File: src/bmc_map.vh
// Constants for the asynchronous bus-master cycle sequencer.
// Definitions only; the sequencer and its synchroniser include this header.
`ifndef BMC_MAP_VH
`define BMC_MAP_VH

// ==========================================================================
// Cycle kinds requested by the core
// ==========================================================================
`define BMC_KIND_WRITE     2'h0
`define BMC_KIND_RMW       2'h1
`define BMC_KIND_IACK      2'h2
`define BMC_KIND_BREAKPOINT_INSTRUCTION      2'h3

// ==========================================================================
// Half-clock bus states (even states open on a rising edge)
// ==========================================================================
`define BMC_S0             5'h00
`define BMC_S1             5'h01
`define BMC_S2             5'h02
`define BMC_S3             5'h03
`define BMC_S4             5'h04
`define BMC_S7             5'h07
`define BMC_S9             5'h09
`define BMC_S12            5'h0C
`define BMC_S14            5'h0E
`define BMC_S15            5'h0F
`define BMC_S16            5'h10
`define BMC_S19            5'h13
`define BMC_S21            5'h15

// ==========================================================================
// Cycle class codes and CPU space encoding
// ==========================================================================
`define BMC_CODES_CPU      3'h7
`define BMC_TYPE_IACK      4'hF
`define BMC_TYPE_BREAKPOINT_INSTRUCTION      4'h0
`define BMC_TYPE_LSB       15
`define BMC_AUTOVEC_BASE   8'h18
`define BMC_TAS_BIT        7

// ==========================================================================
// Default widths and timing counts
// ==========================================================================
`define BMC_ADDR_W         23
`define BMC_HALF_DIV       4'h1
`define BMC_GRANT_NEG      4'h3
`define BMC_GRANT_REASSERT 4'h3
`define BMC_SYNC_W         7

`endif

File: src/bmc_sync.v
// Two-flop synchroniser for the asynchronous bus inputs.
// Assumes inputs come from pins outside the core_clk domain.
`timescale 1ns/100ps
`include "bmc_map.vh"

module bmc_sync #(
   parameter W = `BMC_SYNC_W
) (
   // Clock and reset
   input  wire         core_clk,
   input  wire         nrst,
   // Raw pins and synchronised levels
   input  wire [W-1:0] pin_in,
   input  wire [W-1:0] rst_val,
   output reg  [W-1:0] sync_out
);

   reg [W-1:0] meta_reg;

   // ======================================================================
   // Synchroniser chain
   // ======================================================================
   // The first stage feeds only the second, so a metastable level never
   // reaches any decision logic.
   always @(posedge core_clk) begin
      if (!nrst) begin
         meta_reg <= {W{1'b1}};
         sync_out <= {W{1'b1}};
      end else begin
         meta_reg <= pin_in;
         sync_out <= meta_reg;
      end
   end

   wire unused_rst_val = |rst_val;

endmodule // bmc_sync

File: src/bmc_master.v
// Bus-master cycle sequencer: write, read-modify-write, interrupt and
// breakpoint acknowledge cycles, plus the grant side of bus arbitration.
// Assumes one core clock; each half processor clock is one enable tick.
//
// Contract
// - Word write asserts both byte strobes and drives both data bytes.
// - Byte write picks upper strobe when select bit is zero, lower when one.
// - State zero drives cycle class codes and returns direction to read.
// - Address entering S1; address strobe and write direction at S2; data in S3.
// - Strobes at S4, then whole-clock waits until acknowledge or fault.
// - Entering S7 strobes negate; ending S7 buses float, direction reads.
// - Atomic cycle holds address strobe throughout and moves a single byte.
// - Atomic read follows read timing, captures data entering S7, keeps strobe.
// - States eight to eleven leave every bus signal unchanged.
// - Atomic write from S12 holds codes; write at S14; data at S15.
// - Byte strobe at S16, then whole-clock waits until termination.
// - Entering S19 strobes negate; ending S19 buses float, direction reads.
// - CPU space uses all-ones codes; four address bits give cycle type.
// - Interrupt acknowledge puts level on low address bits, rest high.
// - Interrupt acknowledge asserts both strobes, ignores upper data lines.
// - Autovector or peripheral termination makes vector base plus level.
// - Breakpoint acknowledge is read-like, no data, ended by any termination; the code ignores autovector here.
// - Three-wire grant negates after acknowledge; reasserts if more pending.
// - Two-wire grant stays asserted until the alternate master finishes.
// - Fault without acknowledge ends the cycle one clock later.
`timescale 1ns/100ps
`include "bmc_map.vh"

module bmc_master #(
   parameter       AW            = `BMC_ADDR_W,
   parameter [3:0] HALF_DIV      = `BMC_HALF_DIV,
   parameter [3:0] GRANT_NEG     = `BMC_GRANT_NEG,
   parameter [3:0] GRANT_REASSERT = `BMC_GRANT_REASSERT
) (
   // Clock and reset
   input  wire          core_clk,
   input  wire          nrst,
   // Cycle request from the core
   input  wire          cmd_valid,
   input  wire [1:0]    cmd_kind,
   input  wire          cmd_word,
   input  wire          cmd_byte_select_bit,
   input  wire [AW-1:0] cmd_addr,
   input  wire [2:0]    cmd_class,
   input  wire [2:0]    cmd_level,
   input  wire [15:0]   cmd_wdata,
   output reg           cmd_ready,
   // Cycle completion to the core
   output reg           done,
   output reg           done_fault,
   output reg           done_periph,
   output reg  [7:0]    rd_byte,
   output reg  [7:0]    vector_num,
   // Address and data pins
   output reg  [AW-1:0] addr_out,
   output reg           addr_oe_n,
   output reg  [15:0]   data_out,
   output reg           data_oe_n,
   input  wire [15:0]   data_in,
   // Bus control pins
   output reg           address_valid_strobe_n,
   output reg           upper_byte_strobe_n,
   output reg           lower_byte_strobe_n,
   output reg           rw_read,
   output reg  [2:0]    cycle_class_codes,
   output reg           ctl_oe_n,
   input  wire          transfer_acknowledge_n,
   input  wire          bus_fault_input_n,
   input  wire          legacy_peripheral_valid_n,
   input  wire          autovector_request_n,
   // Arbitration pins
   input  wire          three_wire_mode,
   input  wire          bus_request_n,
   input  wire          grant_acknowledge_n,
   output reg           bus_grant_n
);

   localparam [1:0] ARB_IDLE  = 2'h0;
   localparam [1:0] ARB_GRANT = 2'h1;
   localparam [1:0] ARB_ACKED = 2'h2;
   localparam [1:0] ARB_HELD  = 2'h3;

   // ======================================================================
   // Input synchronisers
   // ======================================================================
   wire [6:0] sync_w;

   bmc_sync #(.W(`BMC_SYNC_W)) bmc_sync_i (
      .core_clk (core_clk),
      .nrst     (nrst),
      .pin_in   ({transfer_acknowledge_n, bus_fault_input_n,
                  legacy_peripheral_valid_n, autovector_request_n,
                  bus_request_n, grant_acknowledge_n, ~three_wire_mode}),
      .rst_val  (7'h7F),
      .sync_out (sync_w)
   );

   wire ack_s   = ~sync_w[6];
   wire fault_s = ~sync_w[5] & sync_w[6];
   wire vpa_s   = ~sync_w[4];
   wire autovector_request_s  = ~sync_w[3];
   wire br_s    = ~sync_w[2];
   wire grant_acknowledge_s = ~sync_w[1] & ~sync_w[0];
   wire three_s = ~sync_w[0];

   // ======================================================================
   // Half-clock enable
   // ======================================================================
   reg  [3:0] div_reg;
   wire       tick = (div_reg == HALF_DIV - 4'h1);

   always @(posedge core_clk) begin
      if (!nrst)
         div_reg <= 4'h0;
      else if (tick)
         div_reg <= 4'h0;
      else
         div_reg <= div_reg + 4'h1;
   end

   // ======================================================================
   // Cycle state
   // ======================================================================
   reg          run_reg;
   reg  [1:0]   kind_reg;
   reg  [4:0]   st_reg;
   reg          wait_reg;
   reg          fault_reg;
   reg          word_reg;
   reg          bsel_reg;
   reg  [AW-1:0] addr_reg;
   reg  [15:0]  wdata_reg;
   reg  [7:0]   byte_reg;
   reg  [2:0]   level_reg;
   reg  [1:0]   arb_reg;
   reg  [3:0]   arb_cnt_reg;
   reg          grant_acknowledge_d_reg;

   wire is_write = (kind_reg == `BMC_KIND_WRITE);
   wire is_rmw   = (kind_reg == `BMC_KIND_RMW);
   wire is_iack  = (kind_reg == `BMC_KIND_IACK);
   wire rmw_wr   = is_rmw & (st_reg >= `BMC_S12);
   wire [4:0] wait_st = rmw_wr ? `BMC_S16 : `BMC_S4;
   // Autovector only means something in an interrupt acknowledge cycle.
   wire periph_s = vpa_s | (is_iack & autovector_request_s);
   wire term_s   = ack_s | fault_s | periph_s;
   // Normal end at S7 or S19; a fault alone pushes it one clock later.
   wire [4:0] neg_st = rmw_wr ? (fault_reg ? `BMC_S21 : `BMC_S19)
                              : (fault_reg ? `BMC_S9  : `BMC_S7);
   wire [4:0] end_st = (is_rmw & ~fault_reg & ~rmw_wr) ? `BMC_S21 : neg_st;

   // Byte lane strobes: both for words and interrupt acknowledges, else by select bit.
   wire both_lanes = word_reg | is_iack;
   wire uds_on = both_lanes | ~bsel_reg;
   wire lds_on = both_lanes |  bsel_reg;
   wire [7:0] lane_byte = bsel_reg ? data_in[7:0] : data_in[15:8];
   wire [7:0] tas_byte  = byte_reg | (8'h01 << `BMC_TAS_BIT);

   wire start = cmd_valid & cmd_ready;
   wire bus_free_for_grant = ~run_reg | (st_reg >= `BMC_S2);

   // CPU space address: cycle type on four bits, level on the low three.
   wire [AW-1:0] iack_addr = {{AW{1'b1}}} & {{(AW-3){1'b1}}, cmd_level};
   wire [AW-1:0] breakpoint_instruction_addr = {AW{1'b0}};

   always @(posedge core_clk) begin
      if (!nrst) begin
         run_reg     <= 1'b0;
         kind_reg    <= `BMC_KIND_WRITE;
         st_reg      <= `BMC_S0;
         wait_reg    <= 1'b0;
         fault_reg   <= 1'b0;
         word_reg    <= 1'b0;
         bsel_reg    <= 1'b0;
         addr_reg    <= {AW{1'b0}};
         wdata_reg   <= 16'h0000;
         byte_reg    <= 8'h00;
         level_reg   <= 3'h0;
         done        <= 1'b0;
         done_fault  <= 1'b0;
         done_periph <= 1'b0;
         rd_byte     <= 8'h00;
         vector_num  <= 8'h00;
         addr_out    <= {AW{1'b0}};
         addr_oe_n   <= 1'b1;
         data_out    <= 16'h0000;
         data_oe_n   <= 1'b1;
         address_valid_strobe_n <= 1'b1;
         upper_byte_strobe_n    <= 1'b1;
         lower_byte_strobe_n    <= 1'b1;
         rw_read               <= 1'b1;
         cycle_class_codes     <= 3'h0;
      end else begin
         done        <= 1'b0;
         done_fault  <= 1'b0;
         done_periph <= 1'b0;
         if (start) begin
            run_reg   <= 1'b1;
            kind_reg  <= cmd_kind;
            st_reg    <= `BMC_S0;
            wait_reg  <= 1'b0;
            fault_reg <= 1'b0;
            // The atomic cycle is always a single byte.
            word_reg  <= cmd_word & (cmd_kind == `BMC_KIND_WRITE);
            bsel_reg  <= cmd_byte_select_bit;
            wdata_reg <= cmd_wdata;
            level_reg <= cmd_level;
            done_periph <= 1'b0;
            if (cmd_kind == `BMC_KIND_IACK || cmd_kind == `BMC_KIND_BREAKPOINT_INSTRUCTION) begin
               cycle_class_codes <= `BMC_CODES_CPU;
               if (cmd_kind == `BMC_KIND_IACK)
                  addr_reg <= iack_addr;
               else
                  addr_reg <= breakpoint_instruction_addr;
               addr_reg[`BMC_TYPE_LSB+3 -: 4] <= (cmd_kind == `BMC_KIND_IACK) ?
                  `BMC_TYPE_IACK : `BMC_TYPE_BREAKPOINT_INSTRUCTION;
            end else begin
               cycle_class_codes <= cmd_class;
               addr_reg <= cmd_addr;
            end
            rw_read <= 1'b1;
         end else if (run_reg && tick) begin
            if (st_reg == wait_st && (wait_reg || !term_s)) begin
               // Hold the wait state for whole clocks only.
               wait_reg <= ~wait_reg;
            end else if (st_reg == end_st) begin
               // Rising edge closing the cycle: release the buses.
               run_reg   <= 1'b0;
               addr_oe_n <= 1'b1;
               data_oe_n <= 1'b1;
               rw_read   <= 1'b1;
               address_valid_strobe_n <= 1'b1;
               done       <= 1'b1;
               done_fault <= fault_reg;
            end else begin
               st_reg <= st_reg + 5'h01;
               if (st_reg == wait_st) begin
                  fault_reg   <= fault_s & ~ack_s;
                  done_periph <= 1'b0;
                  if (periph_s && !ack_s && !fault_s) begin
                     // Peripheral handshake takes over; vector is base plus level, done_periph stays low.
                     vector_num <= `BMC_AUTOVEC_BASE + {5'h00, level_reg};
                  end
                  wait_reg <= 1'b0;
               end
               case (st_reg + 5'h01)
                  `BMC_S1: begin
                     addr_out  <= addr_reg;
                     addr_oe_n <= 1'b0;
                  end
                  `BMC_S2: begin
                     address_valid_strobe_n <= 1'b0;
                     if (is_write) begin
                        rw_read <= 1'b0;
                     end else begin
                        upper_byte_strobe_n <= ~uds_on;
                        lower_byte_strobe_n <= ~lds_on;
                     end
                  end
                  `BMC_S3: begin
                     if (is_write) begin
                        data_out  <= word_reg ? wdata_reg :
                                     {wdata_reg[7:0], wdata_reg[7:0]};
                        data_oe_n <= 1'b0;
                     end
                  end
                  `BMC_S4: begin
                     if (is_write) begin
                        upper_byte_strobe_n <= ~uds_on;
                        lower_byte_strobe_n <= ~lds_on;
                     end
                  end
                  `BMC_S14: rw_read <= 1'b0;
                  `BMC_S15: begin
                     data_out  <= {tas_byte, tas_byte};
                     data_oe_n <= 1'b0;
                  end
                  `BMC_S16: begin
                     upper_byte_strobe_n <= ~uds_on;
                     lower_byte_strobe_n <= ~lds_on;
                  end
                  default: begin
                     // S8 to S13 leave the pins as they are.
                  end
               endcase
               if (st_reg + 5'h01 == neg_st) begin
                  upper_byte_strobe_n <= 1'b1;
                  lower_byte_strobe_n <= 1'b1;
                  // The atomic read keeps the address strobe low.
                  if (!(is_rmw && !rmw_wr && !fault_reg))
                     address_valid_strobe_n <= 1'b1;
                  if (!is_write && !rmw_wr) begin
                     byte_reg <= lane_byte;
                     rd_byte  <= lane_byte;
                     // Only the low byte carries a vector; D15..D8 are ignored.
                     if (is_iack && !periph_reg)
                        vector_num <= data_in[7:0];
                  end
               end
               if (st_reg == wait_st && periph_s && !ack_s && !fault_s)
                  done_periph <= 1'b0;
            end
         end
      end
   end

   // Peripheral termination is remembered so the acknowledge keeps the base-plus-level vector.
   reg periph_reg;

   always @(posedge core_clk) begin
      if (!nrst)
         periph_reg <= 1'b0;
      else if (start)
         periph_reg <= 1'b0;
      else if (run_reg && tick && st_reg == wait_st && !wait_reg &&
               periph_s && !ack_s && !fault_s)
         periph_reg <= 1'b1;
   end

   // ======================================================================
   // Bus arbitration, grant side
   // ======================================================================
   always @(posedge core_clk) begin
      if (!nrst) begin
         arb_reg     <= ARB_IDLE;
         arb_cnt_reg <= 4'h0;
         grant_acknowledge_d_reg <= 1'b0;
         bus_grant_n <= 1'b1;
      end else begin
         grant_acknowledge_d_reg <= grant_acknowledge_s;
         case (arb_reg)
            ARB_IDLE: begin
               // Grant waits until any started cycle shows its strobe.
               if (br_s && bus_free_for_grant) begin
                  arb_reg     <= ARB_GRANT;
                  bus_grant_n <= 1'b0;
               end
            end
            ARB_GRANT: begin
               arb_cnt_reg <= 4'h0;
               if (!three_s) begin
                  // Two-wire: hold grant while the master still requests.
                  if (!br_s) begin
                     arb_reg     <= ARB_IDLE;
                     bus_grant_n <= 1'b1;
                  end
               end else if (grant_acknowledge_s && !grant_acknowledge_d_reg) begin
                  arb_reg <= ARB_ACKED;
               end else if (!br_s) begin
                  arb_reg     <= grant_acknowledge_s ? ARB_HELD : ARB_IDLE;
                  bus_grant_n <= 1'b1;
               end
            end
            ARB_ACKED: begin
               if (arb_cnt_reg == GRANT_NEG - 4'h1) begin
                  arb_reg     <= ARB_HELD;
                  arb_cnt_reg <= 4'h0;
                  bus_grant_n <= 1'b1;
               end else begin
                  arb_cnt_reg <= arb_cnt_reg + 4'h1;
               end
            end
            ARB_HELD: begin
               if (br_s) begin
                  if (arb_cnt_reg == GRANT_REASSERT - 4'h1) begin
                     arb_reg     <= ARB_GRANT;
                     bus_grant_n <= 1'b0;
                  end else begin
                     arb_cnt_reg <= arb_cnt_reg + 4'h1;
                  end
               end else if (!grant_acknowledge_s) begin
                  arb_reg     <= ARB_IDLE;
                  arb_cnt_reg <= 4'h0;
               end
            end
            default: begin
               arb_reg     <= ARB_IDLE;
               bus_grant_n <= 1'b1;
            end
         endcase
      end
   end

   // ======================================================================
   // Request acceptance and control-pin drive
   // ======================================================================
   // No new cycle starts while another master holds or is being given the bus.
   always @(posedge core_clk) begin
      if (!nrst) begin
         cmd_ready <= 1'b0;
         ctl_oe_n  <= 1'b0;
      end else begin
         cmd_ready <= ~run_reg & ~start & ~done & (arb_reg == ARB_IDLE) & ~br_s;
         ctl_oe_n  <= (arb_reg != ARB_IDLE) & ~run_reg;
      end
   end

   wire unused_flag = periph_reg & done_periph;

endmodule // bmc_master

File: config.mk
export PLATFORM = sky130hd
export DESIGN_NAME = bmc_master
export DESIGN_NICKNAME = d
export VERILOG_FILES = /design/src/bmc_sync.v /design/src/bmc_master.v
export VERILOG_INCLUDE_DIRS = /design/src
export SDC_FILE = /design/constraint.sdc
export NUM_CORES = 1
export LEC_CHECK = 0
export BUFFER_PORTS_ARGS = -buffer_cell sky130_fd_sc_hd__buf_2
export CAP_MARGIN = 10
export CORE_ASPECT_RATIO = 1.5
export CORE_UTILIZATION = 55
export CTS_CLUSTER_DIAMETER = 30
export DETAILED_ROUTE_END_ITERATION = 16
export PLACE_DENSITY = 0.81
export SYNTH_ARGS = -nofsm -noshare
export SYNTH_HDL_FRONTEND = slang
export SYNTH_SLANG_ARGS = --single-unit
File: constraint.sdc
create_clock -name core_clk -period 3.5 [get_ports core_clk]
set_input_delay 0.7 -clock core_clk [delete_from_list [all_inputs] [get_ports core_clk]]
set_output_delay 0.7 -clock core_clk [all_outputs]
set_load 0.005 [all_outputs]
==> impl_results.md <==
* Result of the run: finished clean
* Post-layout min period at 3.09 ns
* Final setup violating endpoints at 0
* Post-CTS repair timing setup buffer count at 0
* Core area at 12000 um2
* Clock Sink Count at 149
* TritonCTS clock tree: done
* MaxCap Viol Count at 0
* FF-to-FF setup slack at 0.41 ns
* Length in cells of the worst reg-to-reg path at 8
* Routed wirelength normalized by instance count at 16.3 um
* Worst hold slack at 0.408 ns
* DIE AREA at 12800 um2
* Pin slew with the least headroom to its limit at 0.670 ns
* DR DRC count at 0
* Dominant delay contributor by cell family on the critical path: simple AND/OR/NAND/NOR gates
* DR vias/cell at 5.67
* Most frequently used flop master after synthesis: sky130_fd_sc_hd__dfxtp_1
* Final Hold Violating Endpoints at 0
* Overall global routing resource usage at ~29%
* Vias in the first global route at a little under 6000
* Area growth, synth to finish at 19.1%
* Avg Cell Area, Syn at 8.62 um2
* EDFF count, synth at 0
* H-tree depth reported by CTS at 4
* Critical-path cell with the highest stage delay: sky130_fd_sc_hd__dfxtp_1
* DP HPWL at 12300 um
* Overall via count from detail_route at 6079
* Count of cells resized by post-cts repair at 0
* Min-delay worst type: flop to flop
* Antenna violations before repair at 0
* Critical path cell sequence: inv_1 > ha_1 > xnor2_1 > a311oi_2 > o2111ai_2 > or3b_1 > or3_4 > o221a_2
* Max-Slew Margin vs Limit at a little under three fifths
* Clock edge transition at the registers on the reported setup and hold paths at 0.06 ns
* DP Worst Slack at between 0.4 and 0.5 ns
* Antenna cells at 0
* Number of synthesis warnings at 0
* 1st-iter DRT viols at 347
* Cell at the root of the clock tree: sky130_fd_sc_hd__clkbuf_16
* Reg-to-Reg Start: st_reg[0]$_SDFFE_PP0P_
* Starting Density at 56.6%
* Start point of the critical path: st_reg[0]$_SDFFE_PP0P_
* Worst setup SP type: flop
* Crit path largest cell delay at 0.61 ns
* Setup repair after global routing missed its margin: false
* Yosys reg bits at 149
* Placed cell count at ~1000
* Worst clock skew on the final layout at 0.00865 ns
* Final WL at 17500 um
* Sum of negative setup slack at 0 ns
* Critical path data arrival time at approximately 3.4 ns
* Netlist area before placement at 6810 um2
* CTS buffer count at 17
* Largest net degree at the start of global routing at 50
* Post-route fraction of the period consumed by the critical path at ~90%
* Critical Setup Path Class: flop to flop
* Total gr overflow at 0
* Ys async rst share at 0%
* Endpoint type of the worst setup path: flop
* Max-slew violation total from the final report at 0
* CTS max path bufs at 2
* Width of the die at 92.8 um
* Fraction of the core area covered by cells at the end of the flow at between 60% and 70%
* Highest Clock Rate at 324 MHz
* Leak at 3.37 nW
* Fraction of layout instances using a drive strength above 1 at 25.8%
* Worst R2R End: vector_num[4]$_SDFFE_PN0P_
* Critical path peak fanout at 13
* Worst Path Required at ~3.8 ns
* Non-filler instance count after layout at 1073
* Layout net count at about 1000
* Number of instances in the synthesized netlist at 790
* Die Ht at 138 um
* RD Place Congestion at 0.980
* Insertion delay of the later-clocked pin in the worst-skew pair at 0.43 ns
* Buffers and inverters on the worst path at 1
* Portion of the post-synthesis area used by sequential elements at 43.8%
* Top-level I/O count at 145
* Count of cell types in the netlist at 76
* Destination of the critical timing path: vector_num[4]$_SDFFE_PN0P_
* Worst ir drop on vdd at about 0.00036 V
* Cell area power density at 498 nW/um2
* Crit path depth at 8
* Post-Syn Nets at 879
* Antenna-violating nets left at 0
* Total of hold buffers inserted after clock tree synthesis at 0
* Worst-case setup margin in the final layout at 0.414 ns
* Number of iterations in the first detailed-routing pass at 5
* PortBufs at 143
* Number of placement rows at 49
* Global-route wire length before repair at 28700 um
==> cell usage after synthesis (3+ instances only) <==
library cell	number	area, um2
sky130_fd_sc_hd__o31ai_1	5	37.5
sky130_fd_sc_hd__or3b_2	3	26.3
sky130_fd_sc_hd__nor2b_1	6	37.5
sky130_fd_sc_hd__mux2i_1	21	210
sky130_fd_sc_hd__ha_1	14	175
sky130_fd_sc_hd__o21ai_1	6	30.0
sky130_fd_sc_hd__xnor2_1	11	96.3
sky130_fd_sc_hd__o21ai_0	37	185
sky130_fd_sc_hd__clkbuf_1	36	135
sky130_fd_sc_hd__mux2_2	23	259
sky130_fd_sc_hd__a21boi_0	13	97.6
sky130_fd_sc_hd__a21oi_1	73	365
sky130_fd_sc_hd__nand3_1	9	45.0
sky130_fd_sc_hd__buf_4	5	37.5
sky130_fd_sc_hd__a211o_1	3	26.3
sky130_fd_sc_hd__and3_1	3	18.8
sky130_fd_sc_hd__a311oi_1	4	35.0
sky130_fd_sc_hd__buf_6	8	90.1
sky130_fd_sc_hd__nand2b_1	20	125
sky130_fd_sc_hd__nor3_1	15	75.1
sky130_fd_sc_hd__buf_2	8	40.0
sky130_fd_sc_hd__inv_1	17	63.8
sky130_fd_sc_hd__o211ai_1	10	75.1
sky130_fd_sc_hd__nand3b_1	5	37.5
sky130_fd_sc_hd__nor2_1	59	221
sky130_fd_sc_hd__nand2_1	140	526
sky130_fd_sc_hd__and2_1	6	37.5
sky130_fd_sc_hd__dfxtp_1	149	2980
sky130_fd_sc_hd__o22ai_1	4	25.0
sky130_fd_sc_hd__o221a_2	4	45.0
sky130_fd_sc_hd__a211oi_1	14	105
==> worst min path at each step <==
stage	start	to	cells after the start
after floorplan	bmc_sync_i.meta_reg[0]$_SDFF_PN1_	bmc_sync_i.sync_out[0]$_SDFF_PN1_	1
after global placement	bmc_sync_i.meta_reg[2]$_SDFF_PN1_	bmc_sync_i.sync_out[2]$_SDFF_PN1_	1
after detailed placement	bmc_sync_i.meta_reg[4]$_SDFF_PN1_	bmc_sync_i.sync_out[4]$_SDFF_PN1_	1
after CTS	bmc_sync_i.meta_reg[4]$_SDFF_PN1_	bmc_sync_i.sync_out[4]$_SDFF_PN1_	1
after global routing	bmc_sync_i.meta_reg[4]$_SDFF_PN1_	bmc_sync_i.sync_out[4]$_SDFF_PN1_	1
final	bmc_sync_i.meta_reg[4]$_SDFF_PN1_	bmc_sync_i.sync_out[4]$_SDFF_PN1_	1
==> cell families (layout without fill, tap and decap cells) <==
logic type,count (synthesis),after routing,synth area share [%]
AOI/OAI and AO/OA,201,201,19.2
xor gates and xnor gates,12,12,1.54
adders and majority gates,14,14,2.57
buffers and inverters,78,208,5.86
DFF,149,149,43.8
muxes,44,44,6.89
other,1,1,0.0551
and+or+nand+nor,291,291,20.1
==> worst register-to-register path: cells and delay by family (launching register included) <==
kind,cells,cell delay [ns]
fa+ha+maj,1,0.34
flops,1,0.61
xor+xnor,1,0.16
buf+inv,1,0.13
compound gates,3,0.77
simple gates,2,0.96
==> power by group <==
group | internal (mW) | switching, mW | total [mW]
Sequential | 1.76 | 0.0463 | 1.81
Combinational | 0.139 | 0.207 | 0.346
Clock | 1.11 | 0.770 | 1.88
Total | 3.01 | 1.02 | 4.04
==> through the flow <==
| stage | power, mW | area (um2) |
|---|---|---|
| after floorplan | 2.06 | 6810 |
| after global placement | 2.18 | 7500 |
| after detailed placement | 2.19 | 7500 |
| after CTS | 4.05 | 8110 |
| after global routing | 4.17 | 8110 |
| final | 4.04 | 8110 |
==> per-layer routing <==
metal	GRT usage (%)	vias to the layer above	wire (um)
met2	48.1	232	8720
met4	14.6	0	648
met1	33.3	2839	6950
met3	6.49	47	1190
met5	0	-	0
li1	-	2961	-
==> area by class of cell <==
cell class	instances	area (um2)
clock buffers	19	453
repair buffers	158	828
well taps	153	191
flip-flops and latches	149	2980
fillers	1036	3910
clock inverters	13	159
multi-input cells	563	3430
inverters	18	67.6
==> layout by cell type (no fill, tap or decap), types with 4 or more instances in the layout <==
cell type / netlist / final
sky130_fd_sc_hd__nand2_1: 140 / 140
sky130_fd_sc_hd__o221a_2: 4 / 4
sky130_fd_sc_hd__o21ai_1: 6 / 7
sky130_fd_sc_hd__a21oi_1: 73 / 73
sky130_fd_sc_hd__a21boi_0: 13 / 13
sky130_fd_sc_hd__xnor2_1: 11 / 11
sky130_fd_sc_hd__inv_6: 0 / 5
sky130_fd_sc_hd__and2_1: 6 / 5
sky130_fd_sc_hd__nand3_1: 9 / 9
sky130_fd_sc_hd__o31ai_1: 5 / 5
sky130_fd_sc_hd__dfxtp_1: 149 / 149
sky130_fd_sc_hd__nand3b_1: 5 / 5
sky130_fd_sc_hd__ha_1: 14 / 14
sky130_fd_sc_hd__mux2_2: 23 / 23
sky130_fd_sc_hd__nor3_1: 15 / 15
sky130_fd_sc_hd__a311oi_1: 4 / 4
sky130_fd_sc_hd__inv_1: 17 / 17
sky130_fd_sc_hd__buf_4: 5 / 15
sky130_fd_sc_hd__nor2b_1: 6 / 6
sky130_fd_sc_hd__o21ai_0: 37 / 36
sky130_fd_sc_hd__mux2i_1: 21 / 21
sky130_fd_sc_hd__a211oi_1: 14 / 14
sky130_fd_sc_hd__buf_2: 8 / 143
sky130_fd_sc_hd__o22ai_1: 4 / 4
sky130_fd_sc_hd__nor2_1: 59 / 59
sky130_fd_sc_hd__o211ai_1: 10 / 10
sky130_fd_sc_hd__nand2b_1: 20 / 20
sky130_fd_sc_hd__clkbuf_16: 0 / 17
Note: power is estimated with default switching activity, not from simulation.
